### src/common/etsc_regs.svh
// Register offsets, field positions, reset values and codes of the event timestamp capture block
`ifndef ETSC_REGS_SVH
`define ETSC_REGS_SVH

// ***************************************
// Register byte offsets
// ***************************************
`define ETSC_OFS_UNIT_INDEX   12'h520
`define ETSC_OFS_CTRL         12'h550
`define ETSC_OFS_S1_NSEC      12'h554
`define ETSC_OFS_S1_SEC       12'h558
`define ETSC_OFS_S1_PHASE     12'h55C
`define ETSC_OFS_S2_NSEC      12'h560
`define ETSC_OFS_S2_SEC       12'h564
`define ETSC_OFS_S2_PHASE     12'h568

// ***************************************
// Field positions
// ***************************************
`define ETSC_IDX_UNIT_BIT     8
`define ETSC_CTRL_RISE_BIT    7
`define ETSC_CTRL_FALL_BIT    6
`define ETSC_CTRL_OVF_BIT     16
`define ETSC_CTRL_CNT_LSB     17
`define ETSC_NSEC_POL_BIT     30

// ***************************************
// Sizes, reset values, limits
// ***************************************
`define ETSC_ADDR_W           12
`define ETSC_UNITS            2
`define ETSC_CNT_MAX          4'hF
`define ETSC_REG_RESET        32'h0000_0000

// ***************************************
// Phase codes per 8 ns slot of the 40 ns period
// ***************************************
`define ETSC_PH_0NS           3'h0
`define ETSC_PH_8NS           3'h1
`define ETSC_PH_16NS          3'h2
`define ETSC_PH_24NS          3'h3
`define ETSC_PH_32NS          3'h4
`define ETSC_SYS_PERIOD_NS    40
`define ETSC_SLOT_NS          8

`endif

### src/common/etsc_pkg.sv
// Types shared by the event timestamp capture block
package etsc_pkg;

  typedef struct packed {
    logic        polarity;
    logic [29:0] nanosec;
    logic [31:0] sec;
    logic [2:0]  phase;
  } etsc_sample_t;

  typedef logic [2:0] etsc_slot_idx_t;

endpackage : etsc_pkg

### src/common/etsc_cap_if.sv
// Link between the register bank and one capture unit
`timescale 1ns/100ps
interface etsc_cap_if;
  import etsc_pkg::*;

  logic         rise_capture_enable;
  logic         fall_capture_enable;
  logic         clear;
  logic [3:0]   event_count;
  logic         count_overflow;
  etsc_sample_t first_sample;
  etsc_sample_t second_sample;

  modport bank (
    output rise_capture_enable,
    output fall_capture_enable,
    output clear,
    input  event_count,
    input  count_overflow,
    input  first_sample,
    input  second_sample
  );

  modport unit (
    input  rise_capture_enable,
    input  fall_capture_enable,
    input  clear,
    output event_count,
    output count_overflow,
    output first_sample,
    output second_sample
  );
endinterface : etsc_cap_if

### src/rtl/etsc_capture_unit.sv
// One timestamp input unit: edge detect and the first two capture slots
`timescale 1ns/100ps
`include "etsc_regs.svh"
module etsc_capture_unit (
  input  wire logic                  sys_clk,
  input  wire logic                  rst_n,
  input  wire logic                  event_in,
  input  wire etsc_pkg::etsc_slot_idx_t event_slot,
  input  wire logic [31:0]           time_sec,
  input  wire logic [29:0]           time_nanosec,
  etsc_cap_if.unit                   cap
);
  import etsc_pkg::*;

  logic         prev_r,   prev_nxt;
  logic         armed_r,  armed_nxt;
  logic [3:0]   cnt_r,    cnt_nxt;
  logic         ovf_r,    ovf_nxt;
  etsc_sample_t s1_r,     s1_nxt;
  etsc_sample_t s2_r,     s2_nxt;
  logic         rise;
  logic         fall;
  logic         hit;
  logic [2:0]   phase_code;
  etsc_sample_t now;

  // ***************************************
  // Edge detection and phase coding
  // ***************************************
  always_comb
  begin
    // First cycle after reset only learns the input level, no false edge
    rise = armed_r & event_in & ~prev_r;
    fall = armed_r & ~event_in & prev_r;
    hit  = (rise & cap.rise_capture_enable) | (fall & cap.fall_capture_enable);
    unique case (event_slot)
      3'h0:    phase_code = `ETSC_PH_0NS;
      3'h1:    phase_code = `ETSC_PH_8NS;
      3'h2:    phase_code = `ETSC_PH_16NS;
      3'h3:    phase_code = `ETSC_PH_24NS;
      3'h4:    phase_code = `ETSC_PH_32NS;
      default: phase_code = `ETSC_PH_0NS;
    endcase
    now.polarity = rise;
    now.nanosec  = time_nanosec;
    now.sec      = time_sec;
    now.phase    = phase_code;
  end

  // ***************************************
  // Slot filling and event count
  // ***************************************
  always_comb
  begin
    prev_nxt  = event_in;
    armed_nxt = 1'b1;
    cnt_nxt   = cnt_r;
    ovf_nxt   = ovf_r;
    s1_nxt    = s1_r;
    s2_nxt    = s2_r;
    if (cap.clear)
    begin
      cnt_nxt = 4'h0;
      ovf_nxt = 1'b0;
      s1_nxt  = '0;
      s2_nxt  = '0;
    end
    // A capture in the clearing cycle counts as the first event
    if (hit)
    begin
      if (cap.clear || cnt_r == 4'h0)
        s1_nxt = now;
      else if (cnt_r == 4'h1)
        s2_nxt = now;
      if (cap.clear)
        cnt_nxt = 4'h1;
      else if (cnt_r == `ETSC_CNT_MAX)
        ovf_nxt = 1'b1;
      else
        cnt_nxt = cnt_r + 4'h1;
    end
  end

  always_ff @(posedge sys_clk or negedge rst_n)
  begin
    if (!rst_n)
    begin
      prev_r  <= 1'b0;
      armed_r <= 1'b0;
      cnt_r   <= 4'h0;
      ovf_r   <= 1'b0;
      s1_r    <= '0;
      s2_r    <= '0;
    end
    else
    begin
      prev_r  <= prev_nxt;
      armed_r <= armed_nxt;
      cnt_r   <= cnt_nxt;
      ovf_r   <= ovf_nxt;
      s1_r    <= s1_nxt;
      s2_r    <= s2_nxt;
    end
  end

  assign cap.event_count    = cnt_r;
  assign cap.count_overflow = ovf_r;
  assign cap.first_sample   = s1_r;
  assign cap.second_sample  = s2_r;

endmodule : etsc_capture_unit

### src/rtl/etsc_top.sv
// Event timestamp capture block with its Avalon-MM register bank
//
// Contract
// - Sample registers exist once per unit and bit 8 of the unit index register picks the visible unit.
// - Bit 30 of a nanoseconds sample register is 1 for a rising edge and 0 for a falling edge.
// - Bits 29:0 of a nanoseconds sample hold the captured nanoseconds and bit 31 reads zero.
// - A seconds sample register holds the full 32-bit captured seconds.
// - Bits 2:0 of a phase register give the 8 ns slot of the 40 ns period and bits 31:3 read zero.
// - Phase codes are 000 for 0 ns, 001 for 8 ns, 010 for 16 ns, 011 for 24 ns and 100 for 32 ns; 101 to 111 are unused.
// - All sample registers are read-only and read zero after reset until a capture.
// - The first detected event fills the first slot and the second event fills the second slot.
// - Rising edges are captured only with enable bit 7 set and falling edges only with enable bit 6 set.
// - Edges are caught at up to one per 40 ns clock so pulse width follows from two timestamps.
`timescale 1ns/100ps
`include "etsc_regs.svh"
module etsc_top (
  input  wire logic                        sys_clk,
  input  wire logic                        rst_n,
  input  wire logic [`ETSC_ADDR_W-1:0]     avs_address,
  input  wire logic                        avs_read,
  input  wire logic                        avs_write,
  input  wire logic [31:0]                 avs_writedata,
  input  wire logic [3:0]                  avs_byteenable,
  output logic      [31:0]                 avs_readdata,
  output logic                             avs_waitrequest,
  input  wire logic [`ETSC_UNITS-1:0]      event_in,
  input  wire etsc_pkg::etsc_slot_idx_t    event_slot [`ETSC_UNITS],
  input  wire logic [31:0]                 time_sec,
  input  wire logic [29:0]                 time_nanosec
);
  import etsc_pkg::*;

  logic                   ack_r,   ack_nxt;
  logic [31:0]            rdata_r, rdata_nxt;
  logic                   unit_r,  unit_nxt;
  logic [`ETSC_UNITS-1:0] rise_r,  rise_nxt;
  logic [`ETSC_UNITS-1:0] fall_r,  fall_nxt;
  logic [`ETSC_UNITS-1:0] clr_r,   clr_nxt;
  logic                   req;
  logic                   wr_go;
  logic [3:0]             cnt_v    [`ETSC_UNITS];
  logic                   ovf_v    [`ETSC_UNITS];
  etsc_sample_t           s1_v     [`ETSC_UNITS];
  etsc_sample_t           s2_v     [`ETSC_UNITS];
  etsc_sample_t           s1_sel;
  etsc_sample_t           s2_sel;

  etsc_cap_if cap_link [`ETSC_UNITS] ();

  // ***************************************
  // Capture units
  // ***************************************
  genvar gi;
  generate
    for (gi = 0; gi < `ETSC_UNITS; gi++)
    begin : g_unit
      assign cap_link[gi].rise_capture_enable = rise_r[gi];
      assign cap_link[gi].fall_capture_enable = fall_r[gi];
      assign cap_link[gi].clear               = clr_r[gi];
      assign cnt_v[gi]                        = cap_link[gi].event_count;
      assign ovf_v[gi]                        = cap_link[gi].count_overflow;
      assign s1_v[gi]                         = cap_link[gi].first_sample;
      assign s2_v[gi]                         = cap_link[gi].second_sample;

      etsc_capture_unit u_unit (
        .sys_clk      (sys_clk),
        .rst_n        (rst_n),
        .event_in     (event_in[gi]),
        .event_slot   (event_slot[gi]),
        .time_sec     (time_sec),
        .time_nanosec (time_nanosec),
        .cap          (cap_link[gi])
      );
    end
  endgenerate

  // ***************************************
  // Bus handshake: one wait cycle per access
  // ***************************************
  always_comb
  begin
    req     = avs_read | avs_write;
    ack_nxt = req & ~ack_r;
    wr_go   = avs_write & ack_r;
  end

  assign avs_waitrequest = req & ~ack_r;

  // ***************************************
  // Register writes
  // ***************************************
  always_comb
  begin
    unit_nxt = unit_r;
    rise_nxt = rise_r;
    fall_nxt = fall_r;
    clr_nxt  = '0;
    if (wr_go)
    begin
      if (avs_address == `ETSC_OFS_UNIT_INDEX && avs_byteenable[1])
        unit_nxt = avs_writedata[`ETSC_IDX_UNIT_BIT];
      if (avs_address == `ETSC_OFS_CTRL && avs_byteenable[0])
      begin
        rise_nxt[unit_r] = avs_writedata[`ETSC_CTRL_RISE_BIT];
        fall_nxt[unit_r] = avs_writedata[`ETSC_CTRL_FALL_BIT];
        // Rewriting the enables rearms the unit for a fresh pair of samples
        clr_nxt[unit_r]  = 1'b1;
      end
    end
  end

  // ***************************************
  // Read data, chosen by the unit index
  // ***************************************
  always_comb
  begin
    s1_sel    = s1_v[unit_r];
    s2_sel    = s2_v[unit_r];
    rdata_nxt = rdata_r;
    if (ack_nxt)
    begin
      rdata_nxt = `ETSC_REG_RESET;
      if (avs_read)
      begin
        unique case (avs_address)
          `ETSC_OFS_UNIT_INDEX:
            rdata_nxt[`ETSC_IDX_UNIT_BIT] = unit_r;
          `ETSC_OFS_CTRL:
          begin
            rdata_nxt[`ETSC_CTRL_CNT_LSB +: 4] = cnt_v[unit_r];
            rdata_nxt[`ETSC_CTRL_OVF_BIT]      = ovf_v[unit_r];
            rdata_nxt[`ETSC_CTRL_RISE_BIT]     = rise_r[unit_r];
            rdata_nxt[`ETSC_CTRL_FALL_BIT]     = fall_r[unit_r];
          end
          `ETSC_OFS_S1_NSEC:
          begin
            rdata_nxt[`ETSC_NSEC_POL_BIT] = s1_sel.polarity;
            rdata_nxt[29:0]               = s1_sel.nanosec;
          end
          `ETSC_OFS_S1_SEC:
            rdata_nxt = s1_sel.sec;
          `ETSC_OFS_S1_PHASE:
            rdata_nxt[2:0] = s1_sel.phase;
          `ETSC_OFS_S2_NSEC:
          begin
            rdata_nxt[`ETSC_NSEC_POL_BIT] = s2_sel.polarity;
            rdata_nxt[29:0]               = s2_sel.nanosec;
          end
          `ETSC_OFS_S2_SEC:
            rdata_nxt = s2_sel.sec;
          `ETSC_OFS_S2_PHASE:
            rdata_nxt[2:0] = s2_sel.phase;
          default:
            rdata_nxt = `ETSC_REG_RESET;
        endcase
      end
    end
  end

  always_ff @(posedge sys_clk or negedge rst_n)
  begin
    if (!rst_n)
    begin
      ack_r   <= 1'b0;
      rdata_r <= `ETSC_REG_RESET;
      unit_r  <= 1'b0;
      rise_r  <= '0;
      fall_r  <= '0;
      clr_r   <= '0;
    end
    else
    begin
      ack_r   <= ack_nxt;
      rdata_r <= rdata_nxt;
      unit_r  <= unit_nxt;
      rise_r  <= rise_nxt;
      fall_r  <= fall_nxt;
      clr_r   <= clr_nxt;
    end
  end

  // Sample registers have no write path at all
  assign avs_readdata = rdata_r;

endmodule : etsc_top

### config.mk
export PLATFORM = sky130hd
export DESIGN_NAME = etsc_top
export DESIGN_NICKNAME = d
export VERILOG_FILES = /design/src/common/etsc_pkg.sv /design/src/common/etsc_cap_if.sv /design/src/rtl/etsc_capture_unit.sv /design/src/rtl/etsc_top.sv
export VERILOG_INCLUDE_DIRS = /design/src /design/src/common
export SDC_FILE = /design/constraint.sdc
export NUM_CORES = 1
export LEC_CHECK = 0
export ABC_AREA = 0
export BUFFER_PORTS_ARGS = -buffer_cell sky130_fd_sc_hd__buf_4
export CAP_MARGIN = 20
export CORE_ASPECT_RATIO = 0.9
export CORE_MARGIN = 5
export CORE_UTILIZATION = 59
export CTS_CLUSTER_DIAMETER = 30
export DETAILED_ROUTE_END_ITERATION = 10
export PLACE_DENSITY_LB_ADDON = 0.12
export SYNTH_ARGS = -nofsm -noshare
export SYNTH_HDL_FRONTEND = slang
export SYNTH_SLANG_ARGS = --single-unit
### constraint.sdc
create_clock -name sys_clk -period 2.8 [get_ports sys_clk]
set_clock_uncertainty 0.1 [all_clocks]
set_input_delay 0.7 -clock sys_clk [delete_from_list [all_inputs] [get_ports sys_clk]]
set_output_delay 0.7 -clock sys_clk [all_outputs]
set_load 0.05 [all_outputs]
==> reports/metrics.csv <==
stage,metric,value,unit
timing,post-layout minimum cycle time,2.66,ns
yosys,"EDFF count, synth",0,
yosys,commonest register cell after synthesis,dfrtp_1,
power_and_ir_drop,power consumption,12.3,mW
place,final HPWL from detailed placement,23600,µm
worst_setup_path,worst path required time,3.12,ns
timing,fmax,376,MHz
final_layout,fillers,1790,
route,DR vias,12400,
global_routing,initial antenna violation count,0,
clock_tree,clk buf depth,3,
floorplanning,Core Rows,55,
floorplanning,Chip Height,161,µm
place,PortBufs,123,
power_and_ir_drop,Clk pwr share,58.9,%
final_layout,register area,0.00794,mm²
worst_setup_path,RR Startpoint,g_unit[1].u_unit.cap.event_count[0],
yosys,largest area contributor in the netlist,dfrtp_1,
global_routing,first-pass GRT wire length,67000,µm
yosys,register area share after synthesis,53.1,%
worst_setup_path,critical-path cell list,inv_1 -> ha_1 -> or4b_1 -> a2111oi_4 -> buf_12 -> o21ai_0,
power_and_ir_drop,Psw,2.74,mW
global_routing,Global Route Usage Sum,29.1,%
worst_setup_path,cell family with most CP delay,compound AO/OA/AOI/OAI gates,
clock_tree,"Clk pin slew, worst setup/hold paths",0.05,ns
timing,worst slew pin tran,0.678,ns
timing,RSZ-0062 raised after global routing,no,
worst_setup_path,crit-path max cell delay,0.55,ns
job,Max Cap Viol,0,
yosys,ys async rst share,100,%
timing,headroom to the max-slew limit,54.8,%
final_layout,diode count,0,
hold_path,worst min path class,input pin to register,
clock_tree,CTS tree,yes,
yosys,most frequent cell after synthesis,nand2_1,
route,drt first pass iters,7,
route,ANT nets after route,0,
worst_setup_path,WP buf/inv,2,
power_and_ir_drop,leakage power,8.05,nW
yosys,Syn Area/Cell,9.39,µm²
clock_tree,Root Buffer,clkbuf_16,
route,vias per cell,5.96,
worst_setup_path,worst endpoint data arrival time,2.98,ns
clock_tree,clock tree sinks,317,
power_and_ir_drop,internal power,9.60,mW
worst_setup_path,worst r2r path cells,6,
route,final WL,41200,µm
clock_tree,post-CTS sizing,0,
yosys,Synth Cell Area,0.0150,mm²
timing,ratio of final minimum period to clock period,95.1,%
floorplanning,Starting Density,59.7,%
timing,Finish-stage setup viols,0,
place,GP Congestion,0.853,
power_and_ir_drop,Pwr Density,665,mW/mm²
clock_tree,worst-skew pair later-pin latency,0.57,ns
power_and_ir_drop,Switching Share,22.2,%
hold_path,hold wc startpoint,event_in[0],
route,final routed wire length divided by cell count,19.8,µm
worst_setup_path,Crit Path Class,register to register,
yosys,number of distinct library cells after synthesis,61,
yosys,commonest cells in the netlist,"nand2_1 (540), dfrtp_1 (317), o21ai_0 (284), clkbuf_1 (85), mux2i_1 (74)",
hold_path,Hold Path Cell Cnt,1,
yosys,Post-Syn Instances,1592,
floorplanning,Die W,178,µm
final_layout,Multi-input gate area,0.00655,mm²
timing,setup TNS,0,ns
clock_tree,# H-tree levels,2,
worst_setup_path,Stages on worst setup path,6,
clock_tree,post-CTS setup buffers,0,
clock_tree,hold_buf cts,1,
final_layout,share of cells above drive strength 1,19.3,%
worst_setup_path,CP max-delay cell,or4b_1,
yosys,syn nets,1720,
floorplanning,full die area,0.0286,mm²
route,DR DRC count,0,
power_and_ir_drop,Worst VDD drop,549,µV
timing,final hold violation count,0,
global_routing,largest net degree at the start of global routing,134,
final_layout,Area Overhead vs Synth,24.1,%
route,Iter 0 DRT Violations,1218,
floorplanning,IO Pins,155,
yosys,largest cells by area after synthesis,"dfrtp_1 (53%), nand2_1 (14%), o21ai_0 (9.5%), mux2i_1 (5.0%), mux4_2 (4.7%)",
floorplanning,core footprint,0.0250,mm²
worst_setup_path,crit path capture type,register,
worst_setup_path,crit path from,g_unit[1].u_unit.cap.event_count[0],
global_routing,number of global-route vias before repair,12600,
timing,"Slew Viols, Final",0,
power_and_ir_drop,Seq pwr share,37.4,%
worst_setup_path,critical path launch point type,register,
clock_tree,TritonCTS buffer count,59,
yosys,register bit total from synthesis,317,
worst_setup_path,CP max FO,88,
final_layout,nets@finish,1822,
yosys,Synth Warn #,0,
power_and_ir_drop,Logic pwr share,3.7,%
run_status,outcome,completed,
yosys,top cell type's share of synthesized area,53.1,%
global_routing,GR Overflow Total,0,
-- kinds of logic after synthesis --
family,Yosys count,share of synthesized area (%)
fa+ha+maj,6,0.502
compound gates,379,14.3
mux,119,10.7
other cells,1,0.0251
buf+inv,133,3.62
simple gates,637,17.8
flops,317,53.1
-- through the flow --
stage | util [%] | cells | hold WS (ns) | setup WS, ns | cell area, µm²
3_5_place_dp | 65.7 | 1974 | 0.371 | 0.111 | 16500
4_1_cts | 74.1 | 2083 | 0.176 | 0.154 | 18600
3_3_place_gp | 65.7 | 1974 | 0.365 | 0.132 | 16500
5_1_grt | 74.1 | 2083 | 0.175 | 0.0448 | 18600
2_1_floorplan | - | 1592 | 0.304 | 0.186 | 15000
6_report | 74.1 | 2083 | 0.187 | 0.138 | 18600
-- sequential cells by signal (all words and copies together), names as in the netlist --
register and cells:
g_unit.u_unit.armed_r 1, g_unit.u_unit.cap.event_count 8, fall_r 2, g_unit.u_unit.cap.count_overflow 2, clr_r 2, g_unit.u_unit.cap.second_sample 132, ack_r 1, unit_r 1
g_unit.u_unit.cap.first_sample 132, avs_readdata 32, g_unit.u_unit.prev_r 2, rise_r 2
-- worst register-to-register path, cell delays in order (launching register included) --
cell and delay, ns:
dfrtp_1 0.44, inv_1 0.11, ha_1 0.22, or4b_1 0.55, a2111oi_4 0.51, buf_12 0.37
o21ai_0 0.22
-- metal layers --
| layer | track usage [%] | wire, µm |
|---|---|---|
| met5 | 0 | 0 |
| met1 | 42.8 | 17900 |
| met3 | 4.28 | 2960 |
| met4 | 8.82 | 1070 |
| met2 | 45.3 | 19400 |
-- path summary, 6_finish.rpt --
| check | to | slack [ns] |
|---|---|---|
| worst max-delay path | g_unit[1].u_unit.cap.second_sample[26] | 0.14 |
| worst min-delay path | g_unit[0].u_unit.prev_r | 0.19 |
| worst max register to register | g_unit[1].u_unit.cap.second_sample[26] | 0.14 |
| worst min register to register | avs_readdata[28] | 0.38 |
| max in group asynchronous | g_unit[1].u_unit.cap.first_sample[15] | 1.30 |
| min in group asynchronous | g_unit[0].u_unit.cap.first_sample[2] | 0.53 |
-- layout by cell type, fill, tap and decap left out, types with 10 or more instances in the layout --
master	Yosys	final
nand2_1	540	540
dfrtp_1	317	316
o21ai_0	284	284
buf_4	1	141
mux2i_1	74	74
clkbuf_16	0	60
mux4_2	31	31
o22ai_1	28	28
a22oi_1	23	23
buf_12	0	22
nor2_1	18	17
nand3_1	12	12
mux2_2	12	12
clkinv_2	0	12
clkinvlp_4	0	10
-- layout make-up --
type	count	share of cell area, %
clock buffer	68	8.63
tap	342	2.31
sequential	317	42.8
inverter	9	0.209
timing repair buffer	165	8.22
multi-input combinational	1142	35.3
clock inverter	40	2.54
-- power groups by stage --
| stage | clock, mW | combinational [mW] | sequential (mW) |
|---|---|---|---|
| after floorplan | 0 | 0.117 | 4.69 |
| after global placement | 0 | 0.446 | 4.69 |
| after detailed placement | 0 | 0.451 | 4.69 |
| after CTS | 7.33 | 0.457 | 4.62 |
| after global routing | 7.59 | 0.496 | 4.62 |
| final | 7.27 | 0.456 | 4.62 |
No activity file was read; power rests on OpenSTA's default activity.
